`src/hdl/iob_pkg.sv`:
```
/*
 * Constants for the I/O base decoder block: register offsets, field widths,
 * interrupt pulse timing and reset values.
 * Assumes a single 125 MHz system clock; shared by all design files except iob_irq_if.
 */
package iob_pkg;

  // ****************************************
  // Clock and timing
  // ****************************************
  localparam int CLK_PERIOD_PS = 8000;
  localparam int IRQ_LOW_NS = 750;
  localparam int IRQ_HIGH_NS = 250;
  // Least times round up to whole cycles
  localparam int IRQ_LOW_CYC = (IRQ_LOW_NS * 1000 + CLK_PERIOD_PS - 1) / CLK_PERIOD_PS;
  localparam int IRQ_HIGH_CYC = (IRQ_HIGH_NS * 1000 + CLK_PERIOD_PS - 1) / CLK_PERIOD_PS;
  localparam int IRQ_CNT_W = 8;

  // ****************************************
  // Address layout
  // ****************************************
  localparam int BASE_LSB = 3;
  localparam int BASE_W = 7;
  localparam int SEL_W = 3;
  localparam int ADDR_W = 10;

  // ****************************************
  // Register offsets
  // ****************************************
  localparam logic [2:0] OFS_IN0 = 3'h0;
  localparam logic [2:0] OFS_IN1 = 3'h1;
  localparam logic [2:0] OFS_IN2 = 3'h2;
  localparam logic [2:0] OFS_IN3 = 3'h3;
  localparam logic [2:0] OFS_COS_EN = 3'h4;
  localparam logic [2:0] OFS_COS_CLR = 3'h5;

  // ****************************************
  // Widths and reset values
  // ****************************************
  localparam int IN_W = 32;
  localparam int GRP_N = 8;
  localparam int GRP_SZ = 4;
  localparam int IRQ_N = 16;
  localparam logic [3:0] RELAY_RST = 4'hf;
  localparam logic [7:0] COS_EN_RST = 8'h00;

  typedef enum logic [1:0] {
    IRQ_IDLE = 2'b00,
    IRQ_LOW = 2'b01,
    IRQ_HIGH = 2'b10
  } iob_irq_state_t;

endpackage

```
`src/hdl/iob_irq_if.sv`:
```
/*
 * Carrier between the core and its interrupt pulse shaper.
 * Assumes both ends run on clk_sys.
 */
`timescale 1ns/1ps
interface iob_irq_if;
  logic fire;
  logic busy;
  logic drive;
  logic level;
  modport core (output fire, input busy);
  modport shaper (input fire, output busy, output drive, output level);
endinterface

```
`src/hdl/iob_decoder.sv`:
```
/*
 * Host-bus slave front end of an isolated input / relay board: base decode,
 * byte register select, change-of-state detection and shared interrupt.
 * Assumes host bus strobes and address arrive asynchronously and are held
 * for several clk_sys cycles per access; straps are static.
 */
`timescale 1ns/1ps
module iob_decoder
  import iob_pkg::*;
#(
  parameter int FILT_CYC = 587500
)(
  input wire logic clk_sys,
  input wire logic rst_n,
  input wire logic [ADDR_W-1:0] hostAddr,
  input wire logic ioRead_n,
  input wire logic ioWrite_n,
  input wire logic addrEnable,
  input wire logic [7:0] hostDataIn,
  output logic [7:0] hostDataOut,
  output logic hostDataOe,
  input wire logic [BASE_W-1:0] baseStrapInstalled,
  input wire logic [IRQ_N-1:0] interruptLineSelectStrap,
  input wire logic [IN_W-1:0] inputFilterStrap,
  input wire logic [IN_W-1:0] isolatedInputBit,
  output logic [IRQ_N-1:0] irqOut,
  output logic [IRQ_N-1:0] irqOe,
  output logic [3:0] relayOut
);

  // ****************************************
  // Input synchronisers
  // ****************************************
  // Straps are static but still pins, so they pass the same two flops
  logic [IN_W-1:0] inMeta, inSync;
  logic [ADDR_W-1:0] addrMeta, addrSync;
  logic [2:0] ctlMeta, ctlSync;
  logic [7:0] dataMeta, dataSync;
  logic [BASE_W-1:0] baseMeta, baseSync;
  logic [IRQ_N-1:0] lineMeta, lineSync;
  logic [IN_W-1:0] filtMeta, filtSync;

  always_ff @(posedge clk_sys or negedge rst_n) begin
    if (!rst_n) begin
      inMeta <= '0;
      inSync <= '0;
    end else begin
      inMeta <= isolatedInputBit;
      inSync <= inMeta;
    end
  end

  always_ff @(posedge clk_sys or negedge rst_n) begin
    if (!rst_n) begin
      addrMeta <= '0;
      addrSync <= '0;
    end else begin
      addrMeta <= hostAddr;
      addrSync <= addrMeta;
    end
  end

  // Strobes reset to their idle high level, so no false access follows reset
  always_ff @(posedge clk_sys or negedge rst_n) begin
    if (!rst_n) begin
      ctlMeta <= 3'h3;
      ctlSync <= 3'h3;
    end else begin
      ctlMeta <= {addrEnable, ioWrite_n, ioRead_n};
      ctlSync <= ctlMeta;
    end
  end

  always_ff @(posedge clk_sys or negedge rst_n) begin
    if (!rst_n) begin
      dataMeta <= '0;
      dataSync <= '0;
    end else begin
      dataMeta <= hostDataIn;
      dataSync <= dataMeta;
    end
  end

  always_ff @(posedge clk_sys or negedge rst_n) begin
    if (!rst_n) begin
      baseMeta <= '0;
      baseSync <= '0;
      lineMeta <= '0;
      lineSync <= '0;
      filtMeta <= '0;
      filtSync <= '0;
    end else begin
      baseMeta <= baseStrapInstalled;
      baseSync <= baseMeta;
      lineMeta <= interruptLineSelectStrap;
      lineSync <= lineMeta;
      filtMeta <= inputFilterStrap;
      filtSync <= filtMeta;
    end
  end

  // ****************************************
  // Address decode
  // ****************************************
  // Installed strap reads as the bit value 0
  wire [BASE_W-1:0] baseAddr = ~baseSync;
  wire baseHit = (addrSync[ADDR_W-1:BASE_LSB] == baseAddr);
  wire procCycle = ~ctlSync[2];
  wire [SEL_W-1:0] regSel = addrSync[SEL_W-1:0];
  wire rdAct = baseHit && procCycle && !ctlSync[0];
  wire wrAct = baseHit && procCycle && !ctlSync[1];
  logic wrPrev;
  wire wrStrobe = wrAct && !wrPrev;

  // One offset decode shared by every write target
  function automatic logic selHit(input logic [SEL_W-1:0] sel, input logic [2:0] ofs);
    return sel == ofs;
  endfunction
  wire relayWrite = wrStrobe && selHit(regSel, OFS_IN0);
  wire enableWrite = wrStrobe && selHit(regSel, OFS_COS_EN);

  // ****************************************
  // Input filter
  // ****************************************
  // Strap passes only its synchroniser, so no register can override it
  logic [IN_W-1:0] inFilt;
  genvar gi;
  generate
    for (gi = 0; gi < IN_W; gi++) begin : g_filt
      logic [19:0] fcnt;
      logic fval;
      always_ff @(posedge clk_sys or negedge rst_n) begin
        if (!rst_n) begin
          fcnt <= '0;
          fval <= 1'b0;
        end else if (inSync[gi] == fval) begin
          fcnt <= '0;
        end else if (fcnt == 20'(FILT_CYC - 1)) begin
          fval <= inSync[gi];
          fcnt <= '0;
        end else begin
          fcnt <= fcnt + 1'b1;
        end
      end
      assign inFilt[gi] = filtSync[gi] ? fval : inSync[gi];
    end
  endgenerate

  // ****************************************
  // Change-of-state detection
  // ****************************************
  logic [IN_W-1:0] inPrev;
  logic [7:0] cosEnable, cosStatus;
  logic [3:0] relay;
  logic [7:0] readData;
  wire [IN_W-1:0] inChange = inFilt ^ inPrev;
  logic [GRP_N-1:0] grpChange;
  generate
    for (gi = 0; gi < GRP_N; gi++) begin : g_grp
      assign grpChange[gi] = |inChange[gi*GRP_SZ +: GRP_SZ] & cosEnable[gi];
    end
  endgenerate
  wire cosClear = wrStrobe && selHit(regSel, OFS_COS_CLR);
  // Set wins over clear so no event is lost
  wire [7:0] next_cosStatus = (cosClear ? 8'h00 : cosStatus) | grpChange;

  iob_irq_if irqBus ();
  // Fire on new events; a running pulse is not restarted
  assign irqBus.fire = (|grpChange) && !irqBus.busy;

  iob_irq_pulse u_iob_irq_pulse (
    .clk_sys(clk_sys),
    .rst_n(rst_n),
    .irq(irqBus)
  );

  always_ff @(posedge clk_sys or negedge rst_n) begin
    if (!rst_n) begin
      inPrev <= '0;
      cosStatus <= '0;
    end else begin
      inPrev <= inFilt;
      cosStatus <= next_cosStatus;
    end
  end

  always_ff @(posedge clk_sys or negedge rst_n) begin
    if (!rst_n) begin
      wrPrev <= 1'b0;
      hostDataOut <= '0;
    end else begin
      wrPrev <= wrAct;
      hostDataOut <= readData;
    end
  end

  always_ff @(posedge clk_sys or negedge rst_n) begin
    if (!rst_n) begin
      relay <= RELAY_RST;
    end else if (relayWrite) begin
      relay <= dataSync[3:0];
    end
  end

  always_ff @(posedge clk_sys or negedge rst_n) begin
    if (!rst_n) begin
      cosEnable <= COS_EN_RST;
    end else if (enableWrite) begin
      cosEnable <= dataSync;
    end
  end

  // ****************************************
  // Read mux and outputs
  // ****************************************
  always_comb begin
    readData = 8'h00;
    if (regSel == OFS_IN0) begin
      readData = inFilt[7:0];
    end else if (regSel == OFS_IN1) begin
      readData = inFilt[15:8];
    end else if (regSel == OFS_IN2) begin
      readData = inFilt[23:16];
    end else if (regSel == OFS_IN3) begin
      readData = inFilt[31:24];
    end else if (regSel == OFS_COS_CLR) begin
      readData = cosStatus;
    end
  end

  assign hostDataOe = rdAct;
  assign relayOut = relay;
  assign irqOe = irqBus.drive ? lineSync : '0;
  assign irqOut = irqBus.level ? lineSync : '0;

endmodule

```
`src/hdl/iob_irq_pulse.sv`:
```
/*
 * Interrupt pulse shaper: on a fire request drives low, then high, then
 * releases the line. Assumes fire is a one-cycle pulse on clk_sys.
 */
`timescale 1ns/1ps
module iob_irq_pulse
  import iob_pkg::*;
(
  input wire logic clk_sys,
  input wire logic rst_n,
  iob_irq_if.shaper irq
);

  iob_irq_state_t state;
  iob_irq_state_t next_state;
  logic [IRQ_CNT_W-1:0] count;
  logic [IRQ_CNT_W-1:0] next_count;
  wire lowDone = (count == IRQ_CNT_W'(IRQ_LOW_CYC - 1));
  wire highDone = (count == IRQ_CNT_W'(IRQ_HIGH_CYC - 1));

  // ****************************************
  // Pulse sequence
  // ****************************************
  always_comb begin
    next_state = state;
    next_count = count + 1'b1;
    case (state)
      IRQ_IDLE: begin
        next_count = '0;
        if (irq.fire) begin
          next_state = IRQ_LOW;
        end
      end
      IRQ_LOW: begin
        if (lowDone) begin
          next_state = IRQ_HIGH;
          next_count = '0;
        end
      end
      IRQ_HIGH: begin
        if (highDone) begin
          next_state = IRQ_IDLE;
          next_count = '0;
        end
      end
      default: begin
        next_state = IRQ_IDLE;
        next_count = '0;
      end
    endcase
  end

  always_ff @(posedge clk_sys or negedge rst_n) begin
    if (!rst_n) begin
      state <= IRQ_IDLE;
      count <= '0;
    end else begin
      state <= next_state;
      count <= next_count;
    end
  end

  assign irq.busy = (state != IRQ_IDLE);
  assign irq.drive = (state != IRQ_IDLE);
  assign irq.level = (state == IRQ_HIGH);

endmodule

```
`config.mk`:
```
export PLATFORM = sky130hd
export DESIGN_NAME = iob_decoder
export DESIGN_NICKNAME = d
export VERILOG_FILES = /design/src/hdl/iob_pkg.sv /design/src/hdl/iob_irq_if.sv /design/src/hdl/iob_decoder.sv /design/src/hdl/iob_irq_pulse.sv
export SDC_FILE = /design/constraint.sdc
export NUM_CORES = 2
export LEC_CHECK = 0
export BUFFER_PORTS_ARGS = -buffer_cell sky130_fd_sc_hd__clkbuf_2
export CAP_MARGIN = 20
export CORE_ASPECT_RATIO = 1.25
export CORE_UTILIZATION = 60
export CTS_CLUSTER_DIAMETER = 200
export DETAILED_ROUTE_END_ITERATION = 10
export PLACE_DENSITY = 0.78
export SYNTH_ARGS = -nofsm -noshare
export SYNTH_HDL_FRONTEND = slang
export SYNTH_SLANG_ARGS = --single-unit
export TNS_END_PERCENT = 30
```
`constraint.sdc`:
```
create_clock -name clk_sys -period 5.3 [get_ports clk_sys]
set_input_delay 0.795 -clock clk_sys [delete_from_list [all_inputs] [get_ports clk_sys]]
set_output_delay 0.795 -clock clk_sys [all_outputs]
set_load 0.005 [all_outputs]
```
**Word level (Yosys, flattened, before mapping)**

Index checks and enable logic that the tools add are counted.

- Bitwise gates (word level): 44
- Reductions and logical operators: 57
- Add/subtract/negate cells: 33
- Eq/ne operators: 77
- Multiplexer cells: 111

Operators with widths:

| cell | number |
|---|---|
| $mux W20 | 64 |
| $add A20 B1 Y20 const B | 32 |
| $eq A20 B20 Y1 const B | 32 |
| $mux W8 | 8 |
| $reduce_and A2 Y1 | 32 |
| $not A1 Y1 | 33 |
| $eq A1 B1 Y1 | 32 |
| $mux W1 | 32 |
| $mux W16 | 2 |
| $reduce_or A4 Y1 | 8 |
| $xor A32 B32 Y32 | 1 |
| $pmux W8 S2 | 1 |
| $add A8 B1 Y8 const B | 1 |
| $and A1 B1 Y1 | 8 |
| $eq A8 B5 Y1 const B | 1 |
| $eq A8 B7 Y1 const B | 1 |
| $logic_and A1 B1 Y1 | 8 |
| $or A8 B8 Y8 | 1 |
| $reduce_or A8 Y1 | 1 |
| $eq A7 B7 Y1 | 1 |
| $not A7 Y7 | 1 |
| $eq A3 B2 Y1 const B | 2 |
| $eq A3 B3 Y1 const B | 2 |
| $mux W2 | 3 |
| other kinds (11) | 15 |

- Bits in registers: 959
- Output and inout bits: 45

**Depth between registers and ports, before layout**

- Word-level depth: 8
- Mapped depth: 7
- Mapped depth without buffers: 7

**Cells and area by module**

Synthesis repeated with hierarchy kept, for this count alone.

- Cells, all modules: 3850
- Area, all modules: 41407.2 µm²

Modules (own cells, without submodules):

| module | area an instance (µm²) | cells each | times used | seq. area each (µm²) |
|---|---|---|---|---|
| iob_decoder | 40804.1 | 3791 | 1 | 23757.8 |
| iob_irq_pulse | 603.1 | 59 | 1 | 250.2 |

**Least setup slack after synthesis**

OpenSTA, ideal clock, no wires.

- Path type: register to register
- Start: register g_filt[7].fval
- End: register u_iob_irq_pulse.state[1]
- Path buffers: 0
- Path slack: 3259 ps
- Cell stages (with the launch flop): 7
- Arrival: 1916 ps
- Period minus slack after synthesis: 2041 ps
- Required time: 5175 ps
- Cell sequence: dfrtp_1 > mux2_2 > xor2_1 > o41ai_1 > nand4_1 > o31ai_1 > mux2_2

- Word-level cells in the longest chain between the ends: 8

Ends and longest elaborated chain:

| element | RTL line | text |
|---|---|---|
| start, declared | iob_decoder.sv:131 | `logic fval;` |
| start signal, assigned | iob_decoder.sv:139 | `fval <= inSync[gi];` |
| $mux W1 | iob_decoder.sv:145 | `assign inFilt[gi] = filtSync[gi] ? fval : inSync[gi];` |
| via inFilt[7] | iob_decoder.sv:126 | `logic [IN_W-1:0] inFilt;` |
| $xor A32 B32 Y32 | iob_decoder.sv:156 | `wire [IN_W-1:0] inChange = inFilt ^ inPrev;` |
| $reduce_or A4 Y1 | iob_decoder.sv:160 | `assign grpChange[gi] = \|inChange[gi*GRP_SZ +: GRP_SZ] & cosEnable[gi];` |
| $and A1 B1 Y1 | iob_decoder.sv:160 |  |
| $reduce_or A8 Y1 | iob_decoder.sv:169 | `assign irqBus.fire = (\|grpChange) && !irqBus.busy;` |
| $logic_and A1 B1 Y1 | iob_decoder.sv:169 |  |
| $ne A2 B2 Y1 (no source line) | - |  |
| $reduce_and A3 Y1 (no source line) | - |  |
| end signal, assigned | iob_irq_pulse.sv:58 | `state <= next_state;` |
| end, declared | iob_irq_pulse.sv:14 | `iob_irq_state_t state;` |

The timed path passes the listed nets, and every way through them passes these cells.
A chain may end at the register's enable or synchronous reset.

**Final worst setup path**

- Start: register baseSync[6]
- End: output hostDataOe

- Word-level cells in the longest chain between the ends: 4

Ends and longest elaborated chain:

| element | RTL line | text |
|---|---|---|
| start, declared | iob_decoder.sv:39 | `logic [BASE_W-1:0] baseMeta, baseSync;` |
| start signal, assigned | iob_decoder.sv:94 | `baseSync <= baseMeta;` |
| $not A7 Y7 | iob_decoder.sv:106 | `wire [BASE_W-1:0] baseAddr = ~baseSync;` |
| $eq A7 B7 Y1 | iob_decoder.sv:107 | `wire baseHit = (addrSync[ADDR_W-1:BASE_LSB] == baseAddr);` |
| $logic_and A1 B1 Y1 (2 in series) | iob_decoder.sv:110 | `wire rdAct = baseHit && procCycle && !ctlSync[0];` |
| end, declared | iob_decoder.sv:21 | `output logic hostDataOe,` |

Every way passes these cells.

==> results_dict.tcl <==
set metrics [dict create \
    dpl-instance-area_um2 42720 \
    core_area_um2 67240 \
    startpoint_type "register" \
    leakage_nw 20.25 \
    grt_max_degree 153 \
    cts_buffers 91 \
    setup_tns_ns 0 \
    synthToLayoutAreaGrowth_pct 12.30 \
    synth_compound_area_share_pct 1.830 \
    synth_ff_type "dfrtp_1" \
    wl_per_cell_um 15.82 \
    viasPerCell 5.525 \
    ys_seq_area_share_pct 58.52 \
    grt_overflow_total 0 \
    ctsResizeCount 0 \
    vias 27454 \
    period_share_pct 58.13 \
    synth-warning-count 0 \
    synth_top_family_by_area "simple AND/OR/NAND/NOR gates" \
    holdBufCountCts 0 \
    syn_area_um2 41020 \
    ant_nets 0 \
    crit_type "reg -> out" \
    finalCriticalPeriod_ns 3.081 \
    syn_inst 3858 \
    hold_slack_ns 0.1886 \
    rsz0062_at_grt "false" \
    multiInputGateArea_um2 16320 \
    dp_hpwl_um 52590 \
    seq_area_um2 24010 \
    fillers 4872 \
    synth_area_per_cell_um2 10.63 \
    worstSkewPairLatency_ns 0.65 \
    gp_congestion 0.8344 \
    drc_errors 0 \
    cp_num_buf_inv 1 \
    crit_family "simple AND/OR/NAND/NOR gates" \
    track_usage_pct 23.14 \
    dp_slack_ns 2.591 \
    cp.depth 5 \
    status "finished, final reports clean" \
    crit_slowest_cell "nor4_1" \
    ys_types 47 \
    clockRootBuffer "clkbuf_16" \
    rrSetupSlack_ns 2.50 \
    fmax_mhz 324.6 \
    muxShareOfSynthArea_pct 2.391 \
    firstDrtPassIters 5 \
    drt_iter0_markers 1655 \
    r2r_start "baseSync[6]" \
    p_per_area_nw_per_um2 338.2 \
    cp_max_fo 3 \
    cap_violations 0 \
    grt_first_pass_wirelength_um 132000 \
    synth_edf_count 0 \
    final_max_slew_viol_count 0 \
    max-vdd-ir-drop_mv 0.3831 \
    yosys.area_share.simple_pct 21.61 \
    clock_sinks 959 \
    slew_headroom_pct 41.85 \
    cts_htree_levels 3 \
    finalWorstSetupSlack_ns 2.219 \
    post-route-cell-area_um2 46070 \
    cts_tree "built" \
    crit_required_ns 4.51 \
    die_area_um2 69430 \
    r2r_cells 6 \
    synth-xor-area-share_pct 12.83 \
    dieWidth_um 235.9 \
    total_power_mw 15.58 \
    grt_pass1_vias 27176 \
    syn_nets 4005 \
    holdCritPathClass "in -> async" \
    initial_core_util_pct 61.01 \
    regToRegEndpoint "cosStatus[1]" \
    arrival_ns 2.29 \
    synth-seq-cells 959 \
    clk_pin_slew_ns 0.06 \
    critPathMaxStageDelay_ns 0.59 \
    die_y_um 294.4 \
    finalNetCount 4177 \
    hold_viol 0 \
    tightest_slew_ns 0.8722 \
    antenna_found_initial 6 \
    final_cell_mix "dfrtp_1 (951), nor2_1 (734), xor2_1 (323)" \
    critPathCaptureType "output port" \
    clockBufferDepth 3 \
    io_pins 155 \
    synth_fa_ha_area_share_pct 1.128 \
    layout-drive-gt1-share_pct 10.48 \
    setup_viol 0 \
    postCtsSetupRepairBufs 0 \
    core.rowCount 106 \
    drt_wl_total_um 78630 \
    io_buffers 154 \
    synthArstFlopShare_pct 100.0 \
    final_common_cell "dfrtp_1" \
    path_cells "xnor2_1 -> nor4_1 -> nand2_1 -> nor2_1 -> clkbuf_2" \
    skew_ns 0.02298 \
]
==> layer usage <==
layer / track usage (%) / up-vias / wire length (µm)
met5: 0 / - / 43
met4: 7.795 / 6 / 1903
met3: 3.503 / 128 / 3025
met2: 39.09 / 451 / 39240
met1: 30.72 / 13584 / 34420
li1: - / 13285 / -
==> kinds of logic (layout without fill, tap and decap cells) <==
| group | Yosys count | after routing |
|---|---|---|
| adder cells (fa/ha/maj) | 37 | 37 |
| AO/OA/AOI/OAI | 138 | 138 |
| other | 0 | 1 |
| multiplexers | 83 | 83 |
| flip-flops | 959 | 959 |
| buffers and inverters | 184 | 430 |
| AND/OR/NAND/NOR | 1856 | 1856 |
| XOR/XNOR | 601 | 601 |
==> synthesized netlist by cell type (all sizes together) (6+ instances only) <==
cell / instances / area share [%]
a21oi: 54 / 0.66
and2: 29 / 0.44
and3: 82 / 1.3
and4: 23 / 0.49
clkbuf: 83 / 0.76
dfrtp: 951 / 58
dfstp: 8 / 0.51
ha: 37 / 1.1
inv: 99 / 0.91
mux2: 48 / 1.4
mux2i: 29 / 0.71
mux4: 6 / 0.33
nand2: 285 / 2.6
nand3: 252 / 3.1
nand4: 138 / 2.1
nor2: 734 / 6.7
nor2b: 18 / 0.27
nor3: 66 / 0.83
nor4: 76 / 1.2
nor4b: 30 / 0.64
o21ai: 61 / 0.74
o22ai: 7 / 0.11
o41ai: 8 / 0.17
or2: 35 / 0.53
or3: 72 / 1.1
xnor2: 278 / 5.9
xor2: 323 / 6.9
==> state kept, by name, indices dropped and copies added (netlist names), 16 cells and up <==
signal	flops
g_filt.fcnt	640
filtMeta	32
g_filt.fval	32
filtSync	32
inMeta	32
inPrev	32
inSync	32
lineMeta	16
lineSync	16
==> final cells by class <==
cell class                 instances  area share [%]
clock inverter                    46           1.605
inverter                          99          0.8066
multi-input combinational       2715           35.43
sequential                       959           52.11
antenna                            1        0.005432
tap                              864           2.347
timing repair buffer             164           2.021
clock buffer                     121           5.668
==> per-stage QoR <==
| stage | std cells | utilization [%] |
|---|---|---|
| 3_3_place_gp | 4801 | 63.53 |
| 6_report | 4969 | 68.51 |
| 3_5_place_dp | 4801 | 63.53 |
| 5_1_grt | 4968 | 68.51 |
| 2_1_floorplan | 3858 | - |
| 4_1_cts | 4968 | 68.51 |
==> worst max-delay path by stage <==
stage | slack [ns] | endpoint | from
finish | 2.22 | hostDataOe | baseSync[6]
global route | 2.06 | hostDataOe | baseSync[6]
CTS | 2.20 | hostDataOe | baseSync[6]
detailed placement | 2.59 | cosEnable[4] | baseSync[6]
global placement | 2.62 | cosEnable[6] | baseSync[6]
floorplan | 3.26 | u_iob_irq_pulse.state[1] | g_filt[7].fval
==> report_power, final <==
group / leakage, nW / switching (mW) / internal (mW)
clock: 1.65 / 2.78 / 4.35
combinational: 5.84 / 0.510 / 0.283
sequential: 12.8 / 0.144 / 7.51
total: 20.2 / 3.44 / 12.1
(Power assumes the default switching activity.)
